<file path="src/design/frdc_pkg.sv">
package frdc_pkg;

	// ----------------------------------------
	// Register map
	// ----------------------------------------
	localparam logic [15:0] ADDR_FAST_OV = 16'hFE01;
	localparam logic [15:0] ADDR_OPEN_LOOP = 16'hFE02;
	localparam logic [15:0] ADDR_IO_OV = 16'hFE03;
	localparam logic [15:0] ADDR_CORE_OV = 16'hFE04;
	localparam logic [15:0] ADDR_DEBOUNCE = 16'hFE05;

	localparam logic [7:0] MASK_ACTION = 8'hC0;
	localparam logic [7:0] MASK_SUPPLY = 8'h7F;
	localparam logic [7:0] MASK_DEBOUNCE = 8'hFF;
	localparam logic [7:0] RST_REG = 8'h00;

	// Field positions
	localparam int ACT_HI = 7;
	localparam int ACT_LO = 6;
	localparam int SUP_SAVE_BIT = 6;
	localparam int SUP_RETRY_HI = 5;
	localparam int SUP_RETRY_LO = 3;
	localparam int SUP_RELOAD_BIT = 2;
	localparam int SUP_DEB_BIT = 1;
	localparam int SUP_IGNORE_BIT = 0;
	localparam int DEB_LOK_RISE_LO = 6;
	localparam int DEB_LOK_FALL_LO = 4;
	localparam int DEB_PG_RISE_LO = 2;
	localparam int DEB_PG_FALL_LO = 0;

	typedef enum logic [1:0] {
		ACT_IGNORE = 2'h0,
		ACT_RESTART = 2'h1,
		ACT_WAIT_PON = 2'h2,
		ACT_DISABLE = 2'h3
	} frdc_action_t;

	typedef enum logic [2:0] {
		ST_OFF = 3'b000,
		ST_PON_DLY = 3'b001,
		ST_RUN = 3'b010,
		ST_RETRY = 3'b011,
		ST_DISABLED = 3'b100,
		ST_LATCHED = 3'b101
	} frdc_state_t;

	// ----------------------------------------
	// Timing
	// ----------------------------------------
	localparam longint CLK_KHZ = 50_000;
	localparam longint CLK_MHZ = 50;
	localparam longint RETRY_UNIT_MS = 588;
	localparam longint DEB_SHORT_NS = 2_560;
	localparam longint DEB_LONG_NS = 660_000;
	localparam longint STAT_DEB1_MS = 200;
	localparam longint STAT_DEB2_MS = 320;
	localparam longint STAT_DEB3_MS = 600;
	localparam longint PON_DLY1_MS = 50;
	localparam longint PON_DLY2_MS = 250;
	localparam longint PON_DLY3_MS = 1000;

	localparam longint RETRY_UNIT_CYC = RETRY_UNIT_MS * CLK_KHZ;
	localparam longint DEB_SHORT_CYC = (DEB_SHORT_NS * CLK_MHZ) / 1000;
	localparam longint DEB_LONG_CYC = (DEB_LONG_NS * CLK_MHZ) / 1000;
	localparam longint STAT_DEB1_CYC = STAT_DEB1_MS * CLK_KHZ;
	localparam longint STAT_DEB2_CYC = STAT_DEB2_MS * CLK_KHZ;
	localparam longint STAT_DEB3_CYC = STAT_DEB3_MS * CLK_KHZ;
	localparam longint PON_DLY1_CYC = PON_DLY1_MS * CLK_KHZ;
	localparam longint PON_DLY2_CYC = PON_DLY2_MS * CLK_KHZ;
	localparam longint PON_DLY3_CYC = PON_DLY3_MS * CLK_KHZ;

	localparam int DEB_W = 25;
	localparam int TMR_W = 28;
	localparam int NUM_DEB = 4;

	// Debouncer slots
	localparam int SLOT_LOK = 0;
	localparam int SLOT_PG = 1;
	localparam int SLOT_IO = 2;
	localparam int SLOT_CORE = 3;

	// Fault flag bit positions
	localparam int FLG_FAST_OV = 0;
	localparam int FLG_OPEN_LOOP = 1;
	localparam int FLG_IO_OV = 2;
	localparam int FLG_CORE_OV = 3;

endpackage

</file>
<file path="src/design/frdc_debounce.sv">
`timescale 1ns/1ns
module frdc_debounce
	import frdc_pkg::*;
#(
	parameter int W = DEB_W
) (
	// Clock and reset
	input wire logic mclk_i,
	input wire logic rst_i,
	// Level and intervals
	input wire logic level_i,
	input wire logic [W-1:0] rise_cyc_i,
	input wire logic [W-1:0] fall_cyc_i,
	// Filtered level
	output logic level_o
);

	logic level_r;
	logic [W-1:0] cnt_r;
	logic [W-1:0] limit;

	assign limit = level_r ? fall_cyc_i : rise_cyc_i;
	assign level_o = level_r;

	// Counter restarts on any bounce back to the held level
	always_ff @(posedge mclk_i or posedge rst_i) begin
		if (rst_i) begin
			level_r <= 1'b0;
			cnt_r <= '0;
		end else if (level_i == level_r) begin
			cnt_r <= '0;
		end else if (cnt_r + W'(1) >= limit) begin
			level_r <= level_i;
			cnt_r <= '0;
		end else begin
			cnt_r <= cnt_r + W'(1);
		end
	end

endmodule

</file>
<file path="src/design/frdc_top.sv">
`timescale 1ns/1ns
module frdc_top
	import frdc_pkg::*;
#(
	parameter int RETRY_UNIT = int'(RETRY_UNIT_CYC),
	parameter int DEB_SHORT = int'(DEB_SHORT_CYC),
	parameter int DEB_LONG = int'(DEB_LONG_CYC),
	parameter int STAT_DEB1 = int'(STAT_DEB1_CYC),
	parameter int STAT_DEB2 = int'(STAT_DEB2_CYC),
	parameter int STAT_DEB3 = int'(STAT_DEB3_CYC),
	parameter int PON_DLY1 = int'(PON_DLY1_CYC),
	parameter int PON_DLY2 = int'(PON_DLY2_CYC),
	parameter int PON_DLY3 = int'(PON_DLY3_CYC)
) (
	// Clock and reset
	input wire logic mclk_i,
	input wire logic rst_i,
	// Register port from the management interface
	input wire logic reg_wr_i,
	input wire logic reg_rd_i,
	input wire logic [15:0] reg_addr_i,
	input wire logic [7:0] reg_wdata_i,
	output logic [7:0] reg_rdata_o,
	// Fault detectors
	input wire logic fast_ov_fault_i,
	input wire logic open_loop_fault_i,
	input wire logic io_ov_fault_i,
	input wire logic core_ov_fault_i,
	input wire logic flag_clear_i,
	// Power-on request and delay select from the power-on delay register
	input wire logic power_on_request_i,
	input wire logic [1:0] pon_delay_sel_i,
	// Raw status levels
	input wire logic line_ok_raw_i,
	input wire logic power_good_raw_i,
	// Power stage control
	output logic pwm_enable_o,
	output logic soft_start_o,
	// Nonvolatile memory requests
	output logic save_fault_id_o,
	output logic reload_config_o,
	// Status
	output logic line_ok_output_o,
	output logic power_good_output_o,
	output logic [3:0] fault_flags_o,
	output logic [2:0] state_o
);

	// ----------------------------------------
	// Decode helpers
	// ----------------------------------------
	function automatic logic [DEB_W-1:0] stat_deb(input logic [1:0] sel);
		case (sel)
			2'h0: stat_deb = '0;
			2'h1: stat_deb = DEB_W'(STAT_DEB1);
			2'h2: stat_deb = DEB_W'(STAT_DEB2);
			default: stat_deb = DEB_W'(STAT_DEB3);
		endcase
	endfunction

	function automatic logic [DEB_W-1:0] sup_deb(input logic fast);
		sup_deb = fast ? DEB_W'(DEB_SHORT) : DEB_W'(DEB_LONG);
	endfunction

	function automatic logic [TMR_W-1:0] retry_cyc(input logic [7:0] sup);
		retry_cyc = TMR_W'(sup[SUP_RETRY_HI:SUP_RETRY_LO]) * TMR_W'(RETRY_UNIT);
	endfunction

	// ----------------------------------------
	// Registers
	// ----------------------------------------
	logic [7:0] fast_overvoltage_action_r;
	logic [7:0] open_loop_action_r;
	logic [7:0] io_supply_overvoltage_action_r;
	logic [7:0] core_supply_overvoltage_action_r;
	logic [7:0] status_output_debounce_r;
	logic [7:0] rdata_r;

	always_ff @(posedge mclk_i or posedge rst_i) begin
		if (rst_i) begin
			fast_overvoltage_action_r <= RST_REG;
			open_loop_action_r <= RST_REG;
			io_supply_overvoltage_action_r <= RST_REG;
			core_supply_overvoltage_action_r <= RST_REG;
			status_output_debounce_r <= RST_REG;
		end else if (reg_wr_i) begin
			case (reg_addr_i)
				ADDR_FAST_OV: fast_overvoltage_action_r <= reg_wdata_i & MASK_ACTION;
				ADDR_OPEN_LOOP: open_loop_action_r <= reg_wdata_i & MASK_ACTION;
				ADDR_IO_OV: io_supply_overvoltage_action_r <= reg_wdata_i & MASK_SUPPLY;
				ADDR_CORE_OV: core_supply_overvoltage_action_r <= reg_wdata_i & MASK_SUPPLY;
				ADDR_DEBOUNCE: status_output_debounce_r <= reg_wdata_i & MASK_DEBOUNCE;
				default: ;
			endcase
		end
	end

	// Read data registered one cycle after the strobe; unmapped reads zero
	always_ff @(posedge mclk_i or posedge rst_i) begin
		if (rst_i) begin
			rdata_r <= 8'h00;
		end else if (reg_rd_i) begin
			case (reg_addr_i)
				ADDR_FAST_OV: rdata_r <= fast_overvoltage_action_r;
				ADDR_OPEN_LOOP: rdata_r <= open_loop_action_r;
				ADDR_IO_OV: rdata_r <= io_supply_overvoltage_action_r;
				ADDR_CORE_OV: rdata_r <= core_supply_overvoltage_action_r;
				ADDR_DEBOUNCE: rdata_r <= status_output_debounce_r;
				default: rdata_r <= 8'h00;
			endcase
		end
	end

	assign reg_rdata_o = rdata_r;

	// ----------------------------------------
	// Debouncers
	// ----------------------------------------
	logic [NUM_DEB-1:0] deb_in;
	logic [NUM_DEB-1:0] deb_out;
	logic [DEB_W-1:0] deb_rise [NUM_DEB];
	logic [DEB_W-1:0] deb_fall [NUM_DEB];

	assign deb_in[SLOT_LOK] = line_ok_raw_i;
	assign deb_in[SLOT_PG] = power_good_raw_i;
	assign deb_in[SLOT_IO] = io_ov_fault_i;
	assign deb_in[SLOT_CORE] = core_ov_fault_i;

	assign deb_rise[SLOT_LOK] = stat_deb(status_output_debounce_r[DEB_LOK_RISE_LO+:2]);
	assign deb_fall[SLOT_LOK] = stat_deb(status_output_debounce_r[DEB_LOK_FALL_LO+:2]);
	assign deb_rise[SLOT_PG] = stat_deb(status_output_debounce_r[DEB_PG_RISE_LO+:2]);
	assign deb_fall[SLOT_PG] = stat_deb(status_output_debounce_r[DEB_PG_FALL_LO+:2]);
	// Supply faults are filtered on assertion only; release is immediate
	assign deb_rise[SLOT_IO] = sup_deb(io_supply_overvoltage_action_r[SUP_DEB_BIT]);
	assign deb_fall[SLOT_IO] = '0;
	assign deb_rise[SLOT_CORE] = sup_deb(core_supply_overvoltage_action_r[SUP_DEB_BIT]);
	assign deb_fall[SLOT_CORE] = '0;

	generate
		for (genvar i = 0; i < NUM_DEB; i++) begin : g_deb
			frdc_debounce #(
				.W(DEB_W)
			) u_deb (
				.mclk_i(mclk_i),
				.rst_i(rst_i),
				.level_i(deb_in[i]),
				.rise_cyc_i(deb_rise[i]),
				.fall_cyc_i(deb_fall[i]),
				.level_o(deb_out[i])
			);
		end
	endgenerate

	assign line_ok_output_o = deb_out[SLOT_LOK];
	assign power_good_output_o = deb_out[SLOT_PG];

	// ----------------------------------------
	// Fault qualification and flags
	// ----------------------------------------
	frdc_action_t act_fov;
	frdc_action_t act_open;
	logic io_ov_q;
	logic core_ov_q;
	logic fov_q;
	logic open_q;
	logic [3:0] flags_r;
	logic [3:0] flags_set;

	assign act_fov = frdc_action_t'(fast_overvoltage_action_r[ACT_HI:ACT_LO]);
	assign act_open = frdc_action_t'(open_loop_action_r[ACT_HI:ACT_LO]);
	assign io_ov_q = deb_out[SLOT_IO] & ~io_supply_overvoltage_action_r[SUP_IGNORE_BIT];
	assign core_ov_q = deb_out[SLOT_CORE] & ~core_supply_overvoltage_action_r[SUP_IGNORE_BIT];
	// Ignore code masks the fault entirely, flag included
	assign fov_q = fast_ov_fault_i & (act_fov != ACT_IGNORE);
	assign open_q = open_loop_fault_i & (act_open != ACT_IGNORE);

	always_comb begin
		flags_set = 4'h0;
		flags_set[FLG_FAST_OV] = fov_q;
		flags_set[FLG_OPEN_LOOP] = open_q;
		flags_set[FLG_IO_OV] = io_ov_q;
		flags_set[FLG_CORE_OV] = core_ov_q;
	end

	// A fault present during the clear cycle keeps its flag
	always_ff @(posedge mclk_i or posedge rst_i) begin
		if (rst_i) begin
			flags_r <= 4'h0;
		end else begin
			flags_r <= (flags_r & {4{~flag_clear_i}}) | flags_set;
		end
	end

	assign fault_flags_o = flags_r;

	// ----------------------------------------
	// Response sequencer
	// ----------------------------------------
	frdc_state_t state_r;
	frdc_state_t state_nxt;
	logic [TMR_W-1:0] tmr_r;
	logic [TMR_W-1:0] tmr_nxt;
	logic pon_prev_r;
	logic pon_rise;
	logic want_wait;
	logic want_dis;
	logic want_sup;
	logic want_rst;
	logic hold_dis;
	logic save_nxt;
	logic reload_nxt;
	logic [TMR_W-1:0] pon_cyc;

	assign pon_rise = power_on_request_i & ~pon_prev_r;
	assign want_wait = (fov_q && act_fov == ACT_WAIT_PON) || (open_q && act_open == ACT_WAIT_PON);
	assign want_dis = (fov_q && act_fov == ACT_DISABLE) || (open_q && act_open == ACT_DISABLE);
	assign want_rst = (fov_q && act_fov == ACT_RESTART) || (open_q && act_open == ACT_RESTART);
	assign want_sup = io_ov_q | core_ov_q;
	assign hold_dis = (flags_r[FLG_FAST_OV] && act_fov == ACT_DISABLE)
		|| (flags_r[FLG_OPEN_LOOP] && act_open == ACT_DISABLE);

	always_comb begin
		case (pon_delay_sel_i)
			2'h0: pon_cyc = '0;
			2'h1: pon_cyc = TMR_W'(PON_DLY1);
			2'h2: pon_cyc = TMR_W'(PON_DLY2);
			default: pon_cyc = TMR_W'(PON_DLY3);
		endcase
	end

	// Priority: latch-off beats disable beats supply retry beats quick restart
	always_comb begin
		state_nxt = state_r;
		tmr_nxt = (tmr_r != '0) ? tmr_r - TMR_W'(1) : tmr_r;
		save_nxt = 1'b0;
		reload_nxt = 1'b0;
		case (state_r)
			ST_OFF: begin
				if (power_on_request_i) begin
					state_nxt = ST_PON_DLY;
					tmr_nxt = pon_cyc;
				end
			end
			ST_PON_DLY: begin
				if (tmr_r == '0) begin
					state_nxt = ST_RUN;
				end
			end
			ST_RUN: begin
				if (want_wait) begin
					state_nxt = ST_LATCHED;
				end else if (want_dis) begin
					state_nxt = ST_DISABLED;
				end else if (want_sup) begin
					state_nxt = ST_RETRY;
					if (io_ov_q) begin
						tmr_nxt = retry_cyc(io_supply_overvoltage_action_r);
						save_nxt = io_supply_overvoltage_action_r[SUP_SAVE_BIT];
						reload_nxt = io_supply_overvoltage_action_r[SUP_RELOAD_BIT];
					end else begin
						tmr_nxt = retry_cyc(core_supply_overvoltage_action_r);
						save_nxt = core_supply_overvoltage_action_r[SUP_SAVE_BIT];
						reload_nxt = core_supply_overvoltage_action_r[SUP_RELOAD_BIT];
					end
				end else if (want_rst) begin
					state_nxt = ST_RETRY;
					tmr_nxt = '0;
				end
			end
			ST_RETRY: begin
				if (tmr_r == '0 && !want_sup) begin
					state_nxt = ST_RUN;
				end
			end
			ST_DISABLED: begin
				if (!hold_dis) begin
					state_nxt = ST_RUN;
				end
			end
			ST_LATCHED: begin
				if (pon_rise) begin
					state_nxt = ST_PON_DLY;
					tmr_nxt = pon_cyc;
				end
			end
			default: begin
				state_nxt = ST_OFF;
			end
		endcase
		// Dropping the request turns the stage off from any state except latched
		if (!power_on_request_i && state_r != ST_LATCHED) begin
			state_nxt = ST_OFF;
		end
	end

	always_ff @(posedge mclk_i or posedge rst_i) begin
		if (rst_i) begin
			state_r <= ST_OFF;
			tmr_r <= '0;
			pon_prev_r <= 1'b0;
		end else begin
			state_r <= state_nxt;
			tmr_r <= tmr_nxt;
			pon_prev_r <= power_on_request_i;
		end
	end

	// ----------------------------------------
	// Outputs
	// ----------------------------------------
	logic pwm_en_r;
	logic ss_r;
	logic save_r;
	logic reload_r;

	// Ignore code never leaves run, so switching continues
	always_ff @(posedge mclk_i or posedge rst_i) begin
		if (rst_i) begin
			pwm_en_r <= 1'b0;
			ss_r <= 1'b0;
		end else begin
			pwm_en_r <= (state_nxt == ST_RUN);
			ss_r <= (state_nxt == ST_RUN) && (state_r != ST_RUN);
		end
	end

	always_ff @(posedge mclk_i or posedge rst_i) begin
		if (rst_i) begin
			save_r <= 1'b0;
			reload_r <= 1'b0;
		end else begin
			save_r <= save_nxt;
			reload_r <= reload_nxt;
		end
	end

	assign pwm_enable_o = pwm_en_r;
	assign soft_start_o = ss_r;
	assign save_fault_id_o = save_r;
	assign reload_config_o = reload_r;
	assign state_o = state_r;

endmodule

</file>
<file path="config.mk">
export PLATFORM = sky130hd
export DESIGN_NAME = frdc_top
export DESIGN_NICKNAME = d
export VERILOG_FILES = /design/src/design/frdc_pkg.sv /design/src/design/frdc_debounce.sv /design/src/design/frdc_top.sv
export SDC_FILE = /design/constraint.sdc
export NUM_CORES = 1
export LEC_CHECK = 0
export BUFFER_PORTS_ARGS = -buffer_cell sky130_fd_sc_hd__buf_2
export CORE_AREA = 2 2 151 153
export CTS_CLUSTER_DIAMETER = 100
export DETAILED_ROUTE_END_ITERATION = 16
export DIE_AREA = 0 0 153 155
export GPL_ROUTABILITY_DRIVEN = 0
export PLACE_DENSITY = 0.76
export SLEW_MARGIN = 20
export SYNTH_ARGS = -nofsm -noshare
export SYNTH_HDL_FRONTEND = slang
export SYNTH_HIERARCHICAL = 1
export SYNTH_SLANG_ARGS = --single-unit
</file>
<file path="constraint.sdc">
create_clock -name mclk_i -period 4 [get_ports mclk_i]
set_input_delay 0.6 -clock mclk_i [delete_from_list [all_inputs] [get_ports mclk_i]]
set_output_delay 0.6 -clock mclk_i [all_outputs]
set_load 0.01 [all_outputs]
</file>
Word-level counts from Yosys, hierarchy flattened
Index checks and enable logic that the tools add are counted.
{"block": "word_totals", "regBits": 178, "input_bits": 38, "out_inout_bits": 21}
{"block": "op_classes", "n_addsub": 5, "mul": 2, "magnitude_cmp": 4, "n_eq_ne": 33, "mux": 50, "bitwise": 16, "n_reduce_logical": 36}
{"operator": "25-bit case mux with 3 select lines", "count": 4}
{"operator": "25-bit two-way mux", "count": 10}
{"operator": "28-bit two-way mux", "count": 8}
{"operator": "25-bit by 1-bit adder with 25-bit output, second input constant", "count": 4}
{"operator": "25-bit >= comparator", "count": 4}
{"operator": "28-bit case mux with 3 select lines", "count": 1}
{"operator": "16-bit equality test, second input constant", "count": 5}
{"operator": "26-bit case mux with 3 select lines", "count": 1}
{"operator": "16-bit two-way mux", "count": 4}
{"operator": "3-bit by 19-bit multiplier with 22-bit output, second input constant", "count": 2}
{"operator": "8-bit case mux with 5 select lines", "count": 1}
{"operator": "3-bit two-way mux", "count": 10}
{"operator": "28-bit zero test", "count": 1}
{"operator": "28-bit nonzero test", "count": 1}
{"operator": "28-bit by 1-bit subtractor with 28-bit output, second input constant", "count": 1}
{"operator": "2-bit equality test, second input constant", "count": 9}
{"operator": "3-bit case mux with 6 select lines", "count": 1}
{"operator": "2-bit AND reduction", "count": 9}
{"operator": "2-bit by 1-bit equality test with 1-bit output, second input constant", "count": 7}
{"operator": "1-bit logical AND", "count": 11}
{"operator": "2-bit zero test", "count": 5}
{"operator": "1-bit two-way mux", "count": 10}
{"operator": "3-bit by 2-bit equality test with 1-bit output, second input constant", "count": 3}
{"operator": "1-bit inverter", "count": 8}
{"operator": "other kinds (13)", "count": 26}

Logic depth before layout (Yosys ltp)
{"block": "logic_depth", "word_depth": 12, "ltp_mapped": 14}

Cells and area by module
The synthesis kept the hierarchy.
{"mod": "frdc_debounce", "instances": 4, "cells_each": 215, "area_each_um2": 2112.0}
{"mod": "frdc_top", "instances": 1, "cells_each": 577, "area_each_um2": 5250.0}

Worst setup path after synthesis
No wires, ideal clock.
{"block": "synth_path", "path_kind": "register to register", "from": "register g_deb[0].u_deb.cnt_r[0]", "to": "register g_deb[0].u_deb.cnt_r[10]", "setup_ns": 0.132, "t_arrival_ns": 3.182, "required_ns": 3.868, "slack_ns": 0.686, "path_stages_with_launch": 14, "n_path_buf": 1, "synth_period_minus_slack_ns": 3.314, "cell_sequence": "dfrtp_1 > ha_1 > and4_1 > or3b_4 > nor2_1 > and3_1 > xor2_2 > ha_1 > nand4_1 > nor4_1 > nand3_1 > o2111ai_2 > clkbuf_1 > nor2b_1"}
{"block": "synth_between", "elab_chain_len": 4}
{"item": "start, declared", "line": "frdc_debounce.sv:19", "rtl": "logic [W-1:0] cnt_r;"}
{"item": "start signal, assigned", "line": "frdc_debounce.sv:36", "rtl": "cnt_r <= cnt_r + W'(1);"}
{"item": "25-bit by 1-bit adder with 25-bit output *", "line": "frdc_debounce.sv:32, frdc_debounce.sv:36"}
{"item": "25-bit >= comparator", "line": "frdc_debounce.sv:32", "rtl": "end else if (cnt_r + W'(1) >= limit) begin"}
{"item": "25-bit two-way mux *", "line": "frdc_debounce.sv:32"}
{"item": "25-bit two-way mux *", "line": "frdc_debounce.sv:30", "rtl": "end else if (level_i == level_r) begin"}
Mark *: on every way between the ends. The rest lies on a longest branch, timed or not.
A chain may end at the register's enable or synchronous reset.

Worst setup path after layout
{"block": "layout_path", "from": "register g_deb[1].u_deb.cnt_r[0]", "to": "register g_deb[1].u_deb.cnt_r[18]"}
{"block": "layout_between", "elab_chain_len": 4}
{"item": "start, declared", "line": "frdc_debounce.sv:19"}
{"item": "start signal, assigned", "line": "frdc_debounce.sv:36"}
{"item": "25-bit by 1-bit adder with 25-bit output *", "line": "frdc_debounce.sv:32, frdc_debounce.sv:36"}
{"item": "25-bit >= comparator", "line": "frdc_debounce.sv:32"}
{"item": "25-bit two-way mux *", "line": "frdc_debounce.sv:32"}
{"item": "25-bit two-way mux *", "line": "frdc_debounce.sv:30"}
Marked as above.

==> impl_metrics.tcl <==
set metrics [dict create \
    antenna_cells 0 \
    io_pins 59 \
    setup_viol 0 \
    postLayoutCoreUtil_pct 69.86 \
    synth.cell_area_sq_um 13700 \
    period_needed_ns 3.787 \
    hpwl_mm 23.01 \
    fmax_mhz 264.1 \
    die_w_um 153 \
    synth_edf_count 0 \
    async_flop_share_pct 100.0 \
    hold_viol 0 \
    synth.avg_cell_area_sq_um 9.532 \
    viasPerCell 5.671 \
    synth_top_area_share_pct 32.52 \
    htreeDepth 4 \
    routedLengthMet1_mm 14.27 \
    yosysSeqAreaShare_pct 32.52 \
    num_rows 55 \
    cap_violations 0 \
    initial_core_util_pct 61.63 \
    final_common_cell "dfrtp_1" \
    wl_met2_mm 14.58 \
    grt_pass1_vias 10559 \
    final_cells 1924 \
    crit_type "flop to flop" \
    status "finished, final reports clean" \
    startpoint "g_deb[1].u_deb/cnt_r[0]$_DFF_PP0_" \
    irDropWorstVdd_mv 0.2157 \
    cts_sinks 178 \
    synth.distinct_cells 69 \
    antenna_found_initial 2 \
    worstReg2RegStart "g_deb[1].u_deb/cnt_r[0]$_DFF_PP0_" \
    io_buffer_count 58 \
    power_density_nw_per_um2 281.9 \
    final_cell_mix "dfrtp_1, ha_1, conb_1" \
    period_share_pct 94.67 \
    synthCells 1437 \
    power_uw 4377 \
    critPathMostFrequentCell "ha_1" \
    drv_slew 0 \
    die_area_sq_um 23720 \
    maxSlewHeadroom_pct 36.24 \
    drc 0 \
    grt_pass1_wl_mm 51.09 \
    drtIter0Drc 703 \
    area_growth_pct 13.36 \
    end_kind "flop" \
    dp_cells 1892 \
    finClkSkew_ns 0.006993 \
    path_max_fanout 9 \
    dr_wl_met3_mm 1.156 \
    num_vias 10911 \
    cts.path.max_buffers 2 \
    grt_usage_pct 26.18 \
    cts_buffers 17 \
    wl_per_cell_um 15.92 \
    synthFlopType "dfrtp_1" \
    yosysTopAreaCell "dfrtp_1" \
    cts_tree "done" \
    root_buffer "clkbuf_16" \
    die_h_um 155 \
    insertion_delay_ns 0.43 \
    start_kind "flop" \
    path_cells "ha_1, and4_1, or3b_4, nor2_1, and3_1, xor2_2, ha_1, nand4_1, nor4_4, nand3_1, o2111ai_4, buf_4, nor2b_1" \
    synth.area.top_cells "dfrtp_1, ha_1, mux2i_1" \
    worstPathRequired_ns 4.32 \
    wl_mm 30.63 \
    p_leak_uw 0.007391 \
    grt_remaining_overflow 0 \
    core-area_sq_um 22230 \
    cp_slowest_cell "or3b_4" \
    drive_gt1_share_pct 12.45 \
    grt_max_degree 56 \
    dr.pass1.iters 5 \
    nets 1819 \
    worst-endpoint-arrival_ns 4.11 \
    tightestPinTransition_ns 0.9505 \
    maxUsedRoutingLayer "met5" \
    cts.clk_slew.worst_paths_ns 0.07 \
    ant_nets 0 \
    max_stage_delay_ns 0.43 \
    hold_path.class "input port to async pin" \
    synth-seq-cells 178 \
    yosysWarnings 6 \
]
synthesized netlist by cell type, types with 18 or more instances:
cell / instances
and3_1: 18
o21ai_0: 64
nand3_1: 40
dfrtp_1: 178
nor2b_1: 104
a21oi_1: 80
xnor2_1: 67
nor2_1: 73
ha_1: 147
nand4_1: 32
mux2i_1: 100
xor2_1: 45
inv_1: 60
mux2_2: 21
nand2_1: 106
nor3_1: 35
clkbuf_1: 21
routing by layer:
layer,track usage (%),up-vias
met5,0,-
met3,4.708,48
met2,43.58,230
li1,-,5354
met4,7.275,4
met1,35.44,5275
where the power goes:
part           internal, uW  leakage (uW)  switching [uW]
registers              1900       0.00235            99.8
logic                   262       0.00475             353
clock network          1010      0.000290             757
total                  3170       0.00739            1210
state kept, by name, indices dropped and copies added, names as in the netlist:
register,flops
status_output_debounce_r,8
io_supply_overvoltage_action_r,7
tmr_r,28
state_o,3
pon_prev_r,1
save_fault_id_o,1
reload_config_o,1
g_deb.u_deb/cnt_r,100
reg_rdata_o,8
open_loop_action_r,2
core_supply_overvoltage_action_r,7
soft_start_o,1
pwm_enable_o,1
g_deb.u_deb/level_o,4
fault_flags_o,4
fast_overvoltage_action_r,2
layout make-up:
type                    instances  area, sq um
multi-input cells            1287         9390
fillers                      1742         6699
flip-flops and latches        178         4454
repair buffers                 82        483.0
clock buffers                  18        439.2
well taps                     285        356.6
inverters                      60        227.7
clock inverters                14        177.7
path summary, 6_finish.rpt:
kind                                                                 to  slack [ns]  cells past startpoint
max in group asynchronous       status_output_debounce_r[0]$_DFFE_PP0P_        2.90                      3
worst max-delay path                 g_deb[1].u_deb/cnt_r[18]$_DFF_PP0_        0.21                     13
worst min register to register        g_deb[1].u_deb/cnt_r[0]$_DFF_PP0_        0.52                      1
worst max register to register       g_deb[1].u_deb/cnt_r[18]$_DFF_PP0_        0.21                     13
worst min-delay path                 g_deb[1].u_deb/cnt_r[15]$_DFF_PP0_        0.34                      2
min in group mclk_i                                pon_prev_r$_DFF_PP0_        0.38                      1
per-stage QoR:
| step | hold WS [ns] | area, sq um | setup TNS [ns] | worst slack (ns) |
|---|---|---|---|---|
| 2_1_floorplan | 0.4620 | 14170 | 0 | 0.6856 |
| 3_3_place_gp | 0.4950 | 14860 | 0 | 0.2824 |
| 3_5_place_dp | 0.4939 | 14860 | 0 | 0.1752 |
| 4_1_cts | 0.3513 | 15480 | 0 | 0.1064 |
| 5_1_grt | 0.3610 | 15530 | -0.01561 | -0.008101 |
| 6_report | 0.3354 | 15530 | 0 | 0.2132 |
critical path: cells and delay by family, from the launching register on:
family / cells / cell delay [ns]
simple gates: 8 / 2.09
fa+ha+maj: 2 / 0.52
flops: 1 / 0.41
compound gates: 1 / 0.34
buf+inv: 1 / 0.24
xor+xnor: 1 / 0.08
what timing repair did:
item                       4_1_cts  5_1_grt
setup endpoints to repair        0       36
hold buffers                     0        0
setup buffers                    0        0
resized for setup                0        7
logic make-up after synthesis:
group	Yosys count	synth area share, %
compound gates	238	11.25
xor+xnor	128	9.061
fa+ha+maj	155	14.60
buf+inv	98	2.759
flops	178	32.52
mux	121	9.034
other cells	2	0.05482
simple gates	517	20.73
No activity file was read; power rests on OpenSTA's default activity.
